<file path="src/common/pcs_pkg.sv">
// Constants and types shared by the plot command sequencer
package pcs_pkg;
  // Clock rate and counter width
  localparam int unsigned CLK_MHZ = 100;
  localparam int unsigned CNT_W = 24;
  // Printed times, in their own units
  localparam int unsigned SETTLE_US = 100;
  localparam int unsigned STROBE_US = 50;
  localparam int unsigned RESET_US = 60;
  localparam int unsigned MOTION_US = 3400;
  localparam int unsigned MOTION_SCALED_US = 5000;
  localparam int unsigned PEN_US = 100000;
  // Cycle counts derived from the times
  localparam logic [CNT_W-1:0] SETTLE_CYC_D = CNT_W'(SETTLE_US * CLK_MHZ);
  localparam logic [CNT_W-1:0] STROBE_CYC_D = CNT_W'(STROBE_US * CLK_MHZ);
  localparam logic [CNT_W-1:0] RESET_CYC_D = CNT_W'(RESET_US * CLK_MHZ);
  localparam logic [CNT_W-1:0] MOTION_CYC_D = CNT_W'(MOTION_US * CLK_MHZ);
  localparam logic [CNT_W-1:0] MOTION_SCALED_CYC_D = CNT_W'(MOTION_SCALED_US * CLK_MHZ);
  localparam logic [CNT_W-1:0] PEN_CYC_D = CNT_W'(PEN_US * CLK_MHZ);
  // Character bit lines: zero line plus 8-4-2-1
  localparam int unsigned CHAR_W = 5;
  localparam int unsigned CHAR_ZERO = 0;
  localparam int unsigned CHAR_BCD_LO = 1;
  localparam int unsigned CHAR_BCD_HI = 4;
  localparam int unsigned NUM_DIGITS = 10;
  localparam int unsigned TMR_MOTION = 0;
  localparam int unsigned TMR_PEN = 1;
  // Register map
  localparam logic [7:0] REG_CTRL = 8'h00;
  localparam logic [7:0] REG_STATUS = 8'h04;
  localparam int unsigned CTRL_OFFLINE = 0;
  localparam int unsigned CTRL_METER = 1;
  localparam logic [1:0] CTRL_RST = 2'h0;
  localparam int unsigned ST_STATE_LO = 0;
  localparam int unsigned ST_TMR_LO = 2;
  localparam int unsigned ST_EOL = 4;
  localparam int unsigned ST_CHAR_LO = 8;
  // Sequencer states
  typedef enum logic [1:0] {
    PCS_IDLE,
    PCS_SETTLE,
    PCS_STROBE,
    PCS_RESET
  } pcs_state_t;
  // Plotter command bundle
  typedef struct packed {
    logic drum_up;
    logic drum_down;
    logic carr_left;
    logic carr_right;
    logic pen_up;
    logic pen_down;
  } pcs_cmd_t;
endpackage

</file>
<file path="src/logic/pcs_sequencer.sv">
// Plot command sequencer: decode, strobe, acknowledge, latch clear, delay timers
`timescale 1ns/1ps
module pcs_sequencer import pcs_pkg::*; #(
  parameter logic [CNT_W-1:0] SETTLE_CYC = SETTLE_CYC_D,
  parameter logic [CNT_W-1:0] STROBE_CYC = STROBE_CYC_D,
  parameter logic [CNT_W-1:0] RESET_CYC = RESET_CYC_D,
  parameter logic [CNT_W-1:0] MOTION_CYC = MOTION_CYC_D,
  parameter logic [CNT_W-1:0] MOTION_SCALED_CYC = MOTION_SCALED_CYC_D,
  parameter logic [CNT_W-1:0] PEN_CYC = PEN_CYC_D,
  parameter bit SCALED_MODEL = 1'b0
) (
  // Clock and reset
  input wire logic clk,
  input wire logic nrst,
  // APB slave
  input wire logic psel,
  input wire logic penable,
  input wire logic pwrite,
  input wire logic [7:0] paddr,
  input wire logic [31:0] pwdata,
  output logic [31:0] prdata,
  output logic pready,
  output logic pslverr,
  // Host side
  input wire logic [CHAR_W-1:0] char_bits,
  input wire logic end_of_line,
  output logic step_ack,
  output logic ready_level,
  output logic latch_clear,
  // Plotter side
  output pcs_cmd_t plot_cmd
);

  // Pin synchronisers; first stage is read only by the second
  logic [CHAR_W:0] sync1_ff;
  logic [CHAR_W:0] sync2_ff;
  always_ff @(posedge clk or negedge nrst) begin
    if (!nrst) begin
      sync1_ff <= '0;
      sync2_ff <= '0;
    end else begin
      sync1_ff <= {end_of_line, char_bits};
      sync2_ff <= sync1_ff;
    end
  end
  logic eol_s;
  logic [CHAR_W-1:0] bits_s;
  assign eol_s = sync2_ff[CHAR_W];
  assign bits_s = sync2_ff[CHAR_W-1:0];

  // Control register bits
  logic [1:0] ctrl_ff;

  // Sequencer state
  pcs_state_t state_ff;
  pcs_state_t nxt_state;
  logic [CNT_W-1:0] cnt_ff;
  logic [CNT_W-1:0] nxt_cnt;
  logic start_dly_ff;
  logic eol_cyc_ff;
  logic nxt_eol_cyc;
  logic [CHAR_W-1:0] char_ff;
  logic [1:0] tbusy;
  logic can_start;

  assign can_start = (tbusy == 2'h0) && (ctrl_ff[CTRL_OFFLINE] || ctrl_ff[CTRL_METER])
                     && (bits_s != '0);

  always_comb begin
    nxt_state = state_ff;
    nxt_cnt = cnt_ff;
    nxt_eol_cyc = eol_cyc_ff;
    case (state_ff)
      PCS_IDLE: begin
        if (eol_s) begin
          nxt_state = PCS_STROBE;
          nxt_cnt = STROBE_CYC - 1'b1;
          nxt_eol_cyc = 1'b1;
        end else if (can_start) begin
          nxt_state = PCS_SETTLE;
          nxt_cnt = SETTLE_CYC - 1'b1;
        end
      end
      PCS_SETTLE: begin
        if (cnt_ff == '0 && start_dly_ff) begin
          nxt_state = PCS_STROBE;
          nxt_cnt = STROBE_CYC - 1'b1;
        end else if (cnt_ff != '0) begin
          nxt_cnt = cnt_ff - 1'b1;
        end
      end
      PCS_STROBE: begin
        if (cnt_ff == '0) begin
          nxt_state = PCS_RESET;
          nxt_cnt = RESET_CYC - 1'b1;
        end else begin
          nxt_cnt = cnt_ff - 1'b1;
        end
      end
      PCS_RESET: begin
        if (cnt_ff == '0) begin
          nxt_state = PCS_IDLE;
          nxt_eol_cyc = 1'b0;
        end else begin
          nxt_cnt = cnt_ff - 1'b1;
        end
      end
      default: begin
        nxt_state = PCS_IDLE;
        nxt_cnt = '0;
        nxt_eol_cyc = 1'b0;
      end
    endcase
  end

  always_ff @(posedge clk or negedge nrst) begin
    if (!nrst) begin
      state_ff <= PCS_IDLE;
      cnt_ff <= '0;
      eol_cyc_ff <= 1'b0;
    end else begin
      state_ff <= nxt_state;
      cnt_ff <= nxt_cnt;
      eol_cyc_ff <= nxt_eol_cyc;
    end
  end

  // Start edge rises only once the settle interval is running
  always_ff @(posedge clk or negedge nrst) begin
    if (!nrst) begin
      start_dly_ff <= 1'b0;
    end else begin
      start_dly_ff <= (state_ff == PCS_SETTLE);
    end
  end

  // Captured character; held through the strobe, dropped with the clear
  always_ff @(posedge clk or negedge nrst) begin
    if (!nrst) begin
      char_ff <= '0;
    end else if (state_ff == PCS_IDLE && nxt_state == PCS_SETTLE) begin
      char_ff <= bits_s;
    end else if (state_ff == PCS_RESET && cnt_ff == '0) begin
      char_ff <= '0;
    end
  end

  // One-hot digit decode
  logic [NUM_DIGITS-1:0] digit;
  logic [3:0] bcd;
  assign bcd = char_ff[CHAR_BCD_HI:CHAR_BCD_LO];
  generate
    for (genvar d = 0; d < NUM_DIGITS; d++) begin : g_dec
      if (d == 0) begin : g_zero
        assign digit[d] = char_ff[CHAR_ZERO];
      end else begin : g_num
        assign digit[d] = !char_ff[CHAR_ZERO] && (bcd == 4'(d));
      end
    end
  endgenerate

  // Eight directions round the compass, then pen
  pcs_cmd_t cmd;
  assign cmd.carr_right = digit[1] | digit[2] | digit[8];
  assign cmd.drum_up = digit[2] | digit[3] | digit[4];
  assign cmd.carr_left = digit[4] | digit[5] | digit[6];
  assign cmd.drum_down = digit[6] | digit[7] | digit[8];
  assign cmd.pen_up = digit[9];
  assign cmd.pen_down = digit[0];

  logic pen_char;
  assign pen_char = digit[0] | digit[9];

  // Timer start pulse: last cycle before the first strobe cycle
  logic tmr_start;
  assign tmr_start = (state_ff != PCS_STROBE) && (nxt_state == PCS_STROBE);
  logic [1:0] trig;
  assign trig[TMR_PEN] = tmr_start && pen_char && !nxt_eol_cyc;
  assign trig[TMR_MOTION] = tmr_start && !pen_char && !nxt_eol_cyc;

  // Two stages in series so neither runs more than half the delay
  localparam logic [CNT_W-1:0] MOT_FULL = SCALED_MODEL ? MOTION_SCALED_CYC : MOTION_CYC;
  generate
    for (genvar t = 0; t < 2; t++) begin : g_tmr
      localparam logic [CNT_W-1:0] HALF = (t == TMR_PEN) ? (PEN_CYC >> 1) : (MOT_FULL >> 1);
      logic [1:0] stage_ff;
      logic [CNT_W-1:0] tcnt_ff;
      always_ff @(posedge clk or negedge nrst) begin
        if (!nrst) begin
          stage_ff <= 2'h0;
          tcnt_ff <= '0;
        end else if (trig[t]) begin
          stage_ff <= 2'h1;
          tcnt_ff <= HALF - 1'b1;
        end else if (stage_ff != 2'h0) begin
          if (tcnt_ff != '0) begin
            tcnt_ff <= tcnt_ff - 1'b1;
          end else if (stage_ff == 2'h1) begin
            stage_ff <= 2'h2;
            tcnt_ff <= HALF - 1'b1;
          end else begin
            stage_ff <= 2'h0;
          end
        end
      end
      assign tbusy[t] = (stage_ff != 2'h0);
    end
  endgenerate

  // Host and plotter outputs, registered from the next state
  always_ff @(posedge clk or negedge nrst) begin
    if (!nrst) begin
      step_ack <= 1'b0;
      ready_level <= 1'b1;
      latch_clear <= 1'b0;
      plot_cmd <= '0;
    end else begin
      step_ack <= (nxt_state == PCS_STROBE);
      ready_level <= (nxt_state != PCS_STROBE);
      latch_clear <= (nxt_state == PCS_RESET);
      plot_cmd <= (nxt_state == PCS_STROBE && !nxt_eol_cyc) ? cmd : '0;
    end
  end

  // APB slave: one wait-free access, answer registered in setup
  logic setup;
  logic hit_ctrl;
  logic hit_stat;
  assign setup = psel && !penable;
  assign hit_ctrl = (paddr == REG_CTRL);
  assign hit_stat = (paddr == REG_STATUS);
  logic [31:0] stat_word;
  always_comb begin
    stat_word = '0;
    stat_word[ST_STATE_LO +: 2] = state_ff;
    stat_word[ST_TMR_LO +: 2] = tbusy;
    stat_word[ST_EOL] = eol_cyc_ff;
    stat_word[ST_CHAR_LO +: CHAR_W] = char_ff;
  end

  always_ff @(posedge clk or negedge nrst) begin
    if (!nrst) begin
      pready <= 1'b0;
      pslverr <= 1'b0;
      prdata <= '0;
    end else begin
      pready <= setup;
      pslverr <= setup && !hit_ctrl && !hit_stat;
      if (setup && !pwrite) begin
        prdata <= hit_ctrl ? {30'h0, ctrl_ff} : (hit_stat ? stat_word : 32'h0);
      end else if (!psel) begin
        prdata <= '0;
      end
    end
  end

  // Offline and meter switches live in software reach
  always_ff @(posedge clk or negedge nrst) begin
    if (!nrst) begin
      ctrl_ff <= CTRL_RST;
    end else if (psel && penable && pready && pwrite && hit_ctrl) begin
      ctrl_ff <= pwdata[1:0];
    end
  end
endmodule
</file>
<file path="config.mk">
export PLATFORM = sky130hd
export DESIGN_NAME = pcs_sequencer
export DESIGN_NICKNAME = d
export VERILOG_FILES = /design/src/common/pcs_pkg.sv /design/src/logic/pcs_sequencer.sv
export SDC_FILE = /design/constraint.sdc
export NUM_CORES = 1
export LEC_CHECK = 0
export BUFFER_PORTS_ARGS = -buffer_cell sky130_fd_sc_hd__buf_4
export CAP_MARGIN = 15
export CORE_UTILIZATION = 45
export DETAILED_ROUTE_END_ITERATION = 6
export PLACE_DENSITY = 0.61
export SLEW_MARGIN = 20
export SYNTH_ARGS = -nofsm -noshare
export SYNTH_HDL_FRONTEND = slang
export SYNTH_SLANG_ARGS = --single-unit
export TNS_END_PERCENT = 20
</file>
<file path="constraint.sdc">
create_clock -name clk -period 5.5 [get_ports clk]
set_clock_uncertainty 0.2 [all_clocks]
set_input_delay 0.275 -clock clk [delete_from_list [all_inputs] [get_ports clk]]
set_output_delay 0.275 -clock clk [all_outputs]
set_load 0.01 [all_outputs]
</file>
==> out/results.txt <==
count of port buffers added during placement: 41
highest signal layer in the routed design: met4
register clock-pin slew on the reported worst setup and hold paths: 0.06 ns
maximum net fanout on the critical path: 22
FMAX: 0.286 GHz
aggregate global-route resource usage: 21.2%
transition time of the tightest slew-check pin: 0.903 ns
final-report setup violation count: 0
type of the most critical hold path: in2reg
vias in the first global route: 5067
sequential element share of the synthesized area: 46.2%
Filler cells: 1249
residual overflow from global routing: 0
Placement Setup Slack: 1.79 ns
worst-case vdd ir drop: 0.277 mV
synth-to-layout area growth: 16.3%
Avg Cell Area, Syn: 9.21 um^2
final critical-path share of the clock period: 63.6%
post-synthesis instance area: 0.00650 mm^2
predominant post-synthesis flop cell: sky130_fd_sc_hd__dfrtp_1
Critical Path RT: 5.63 ns
setup repair after global routing missed its margin: false
non-filler cells in the finished layout: 950
Setup crit end kind: flip-flop
arrival time of data at the critical path endpoint: 3.63 ns
horizontal die dimension: 122 um
pin count of the biggest net entering global routing: 63
CTS HTree Levels: 4
run status: completed
overall via count from detail_route: 5421
cell count after placement: 903
min cycle time layout: 3.50 ns
remaining design rule violation count: 0
area of the die: 0.0149 mm^2
nature of the critical path startpoint: flip-flop
Total Neg Setup Slack: 0 ns
Via-to-Cell Ratio: 5.71
number of detailed-route iterations in the first pass: 5
warning count from the yosys run: 0
initial core utilization: 46.5%
Post-synth ARST share: 100%
sink count of the clock tree: 120
overall routed net length: 14300 um
leakage power of the design: 3.36 nW
worst-case headroom to the max-slew limit: 39.8%
detail-routed net length per standard cell: 15.1 um
residual antenna-violating net count after detailed routing: 0
antenna violations before repair: 0
count of flip-flops with a built-in enable after synthesis: 0
count of state elements after synthesis: 120
Core Footprint: 0.0140 mm^2
worst skew pair latency: 0.42 ns
Cell variety after synth: 73
share of final-layout standard cells stronger than drive strength 1: 14.7%
number of buffers inserted by post-CTS setup repair: 0
area used by multi-input combinational logic: 0.00319 mm^2
CTS Buffer Depth: 2
Pwr Total: 0.00366 W
post-detail-place hpwl: 9900 um
total number of nets in the final design: 818
I/O pin cnt: 94
FP Rows: 43
total CTS buffers: 17
post-cts repair resize count: 0
type of the setup path with the least slack: reg2reg
Worst Slack Setup Final: 2.00 ns
sequential cell area: 0.00300 mm^2
max-slew violation count: 0
count of antenna diodes in the layout: 0
number of failing hold endpoints at the final stage: 0
final weighted congestion in routability-driven placement: 0.801
sum of routed wire segments on met1: 6690 um
library cell used as clock root buffer: sky130_fd_sc_hd__clkbuf_16
wire length of the first global-routing pass: 24700 um
Pwr per Cell Area: 484 mW/mm^2
drt initial violations: 380
TritonCTS clock tree: built
max-capacitance violation count: 0
height of the die: 122 um
wire length on met2: 6990 um
Syn Inst Count: 706
amount of wire on met3 after detailed routing: 445 um
==> metrics by stage <==
| step | area (um^2) | util (%) | hold slack [ns] |
|---|---|---|---|
| after global placement | 6850 | 49.0 | 0.133 |
| after floorplan | 6580 | - | -0.221 |
| after global routing | 7560 | 54.1 | 0.0969 |
| final | 7560 | 54.1 | 0.0731 |
| after CTS | 7560 | 54.0 | 0.0424 |
| after detailed placement | 6850 | 49.0 | 0.136 |
==> placed cells by master (no fill, tap or decap), types with 9 or more instances in the layout <==
cell                            netlist  routed
sky130_fd_sc_hd__o21ai_0             64      64
sky130_fd_sc_hd__nor3_1              32      32
sky130_fd_sc_hd__nor2_1              55      55
sky130_fd_sc_hd__a31oi_1             12      12
sky130_fd_sc_hd__nand3_1             19      19
sky130_fd_sc_hd__ha_1                10      10
sky130_fd_sc_hd__inv_1               28      28
sky130_fd_sc_hd__clkbuf_16            0      17
sky130_fd_sc_hd__conb_1               1      22
sky130_fd_sc_hd__nand2_1             65      65
sky130_fd_sc_hd__or3_1               21      21
sky130_fd_sc_hd__a21oi_1             59      59
sky130_fd_sc_hd__buf_4               22      45
sky130_fd_sc_hd__dfrtp_1            119     119
sky130_fd_sc_hd__nor4_1               9       9
sky130_fd_sc_hd__o31ai_1             12      12
sky130_fd_sc_hd__dlygate4sd3_1        0      15
==> power by group <==
group / switching, W / internal, W
Combinational: 0.000861 / 0.000520
Clock: 0.000439 / 0.000598
Sequential: 0.000182 / 0.00106
==> Yosys cell counts, drive strengths merged, types with 2 or more instances <==
library cell | n | share of area [%]
and3 | 7 | 0.69
nor2b | 5 | 0.48
inv | 28 | 1.6
dfrtp | 119 | 46
and4 | 3 | 0.46
and2 | 8 | 0.77
nor2 | 56 | 3.3
nand3b | 7 | 0.81
o22a | 5 | 0.67
nand2 | 65 | 3.8
nand3 | 19 | 1.5
nand2b | 7 | 0.67
ha | 10 | 1.9
o31ai | 14 | 1.8
o41ai | 6 | 0.81
or4 | 11 | 1.4
xnor2 | 3 | 0.40
a21o | 3 | 0.35
and4b | 2 | 0.31
clkbuf | 15 | 0.87
a21oi | 62 | 4.9
mux2i | 6 | 0.92
or3b | 3 | 0.40
nor3 | 35 | 3.0
a22o | 6 | 0.81
buf | 34 | 3.8
nand4b | 8 | 1.2
o21ai | 69 | 5.3
mux2 | 2 | 0.35
o22ai | 3 | 0.29
a211oi | 3 | 0.42
or3 | 23 | 2.3
o21a | 5 | 0.58
a31oi | 12 | 1.2
nand4 | 5 | 0.48
nor4 | 14 | 2.2
o31a | 2 | 0.27
or2 | 5 | 0.48
nor4b | 2 | 0.50
==> what timing repair did <==
item                                    4_1_cts  5_1_grt
hold endpoints to repair                     71        0
hold buffers                                 15        0
endpoints found under the setup margin        0        0
==> sequential cells by signal (all words and copies together) (netlist names), 2 cells and up <==
| register | cells |
|---|---|
| state_ff | 2 |
| g_tmr.tcnt_ff | 48 |
| cnt_ff | 24 |
| ctrl_ff | 2 |
| sync2_ff | 6 |
| sync1_ff | 6 |
| char_ff | 5 |
| prdata | 10 |
| g_tmr.stage_ff | 4 |
| plot_cmd | 6 |
==> layout make-up <==
cell class / instances / share of cell area, %
clock inverters: 14 / 1.54
repair buffers: 60 / 6.45
inverters: 28 / 1.39
multi-input cells: 530 / 42.1
clock buffers: 18 / 5.81
well taps: 180 / 2.98
flip-flops and latches: 120 / 39.7
==> cell families after synthesis <==
logic type,count (synthesis),synth area share (%)
muxes,8,1.27
DFF,120,46.2
other,1,0.0576
AOI/OAI and AO/OA,200,18.9
xor gates and xnor gates,3,0.404
adders and majority gates,10,1.92
and+or+nand+nor,287,25.0
buffers and inverters,77,6.25
==> worst max-delay path, cell delays in order (launching register included) <==
cell and delay (ns):
sky130_fd_sc_hd__dfrtp_1 0.45, sky130_fd_sc_hd__inv_1 0.12, sky130_fd_sc_hd__ha_1 0.39, sky130_fd_sc_hd__nor2b_1 0.26, sky130_fd_sc_hd__o21a_1 0.19, sky130_fd_sc_hd__a211o_1 0.33
sky130_fd_sc_hd__nor4_2 0.44, sky130_fd_sc_hd__a21oi_2 0.32, sky130_fd_sc_hd__or4_1 0.54, sky130_fd_sc_hd__a21oi_1 0.15
==> final timing paths <==
path                       slack, ns                    to  cells after the start   startpoint
min                             0.07             prdata[2]                      3       pwrite
max in group asynchronous       3.58            cnt_ff[12]                      3         nrst
max                             2.00  g_tmr[1].tcnt_ff[21]                      9  state_ff[0]
min reg2reg                     0.15           sync2_ff[1]                      0  sync1_ff[1]
max reg2reg                     2.00  g_tmr[1].tcnt_ff[21]                      9  state_ff[0]
min in group asynchronous       0.27  g_tmr[1].tcnt_ff[21]                      2         nrst
==> routing by layer <==
layer / track usage, % / up-vias
li1: - / 2645
met2: 34.1 / 102
met3: 4.37 / 15
met5: 0 / -
met4: 7.85 / 0
met1: 28.0 / 2659
No activity file was read; power rests on OpenSTA's default activity.
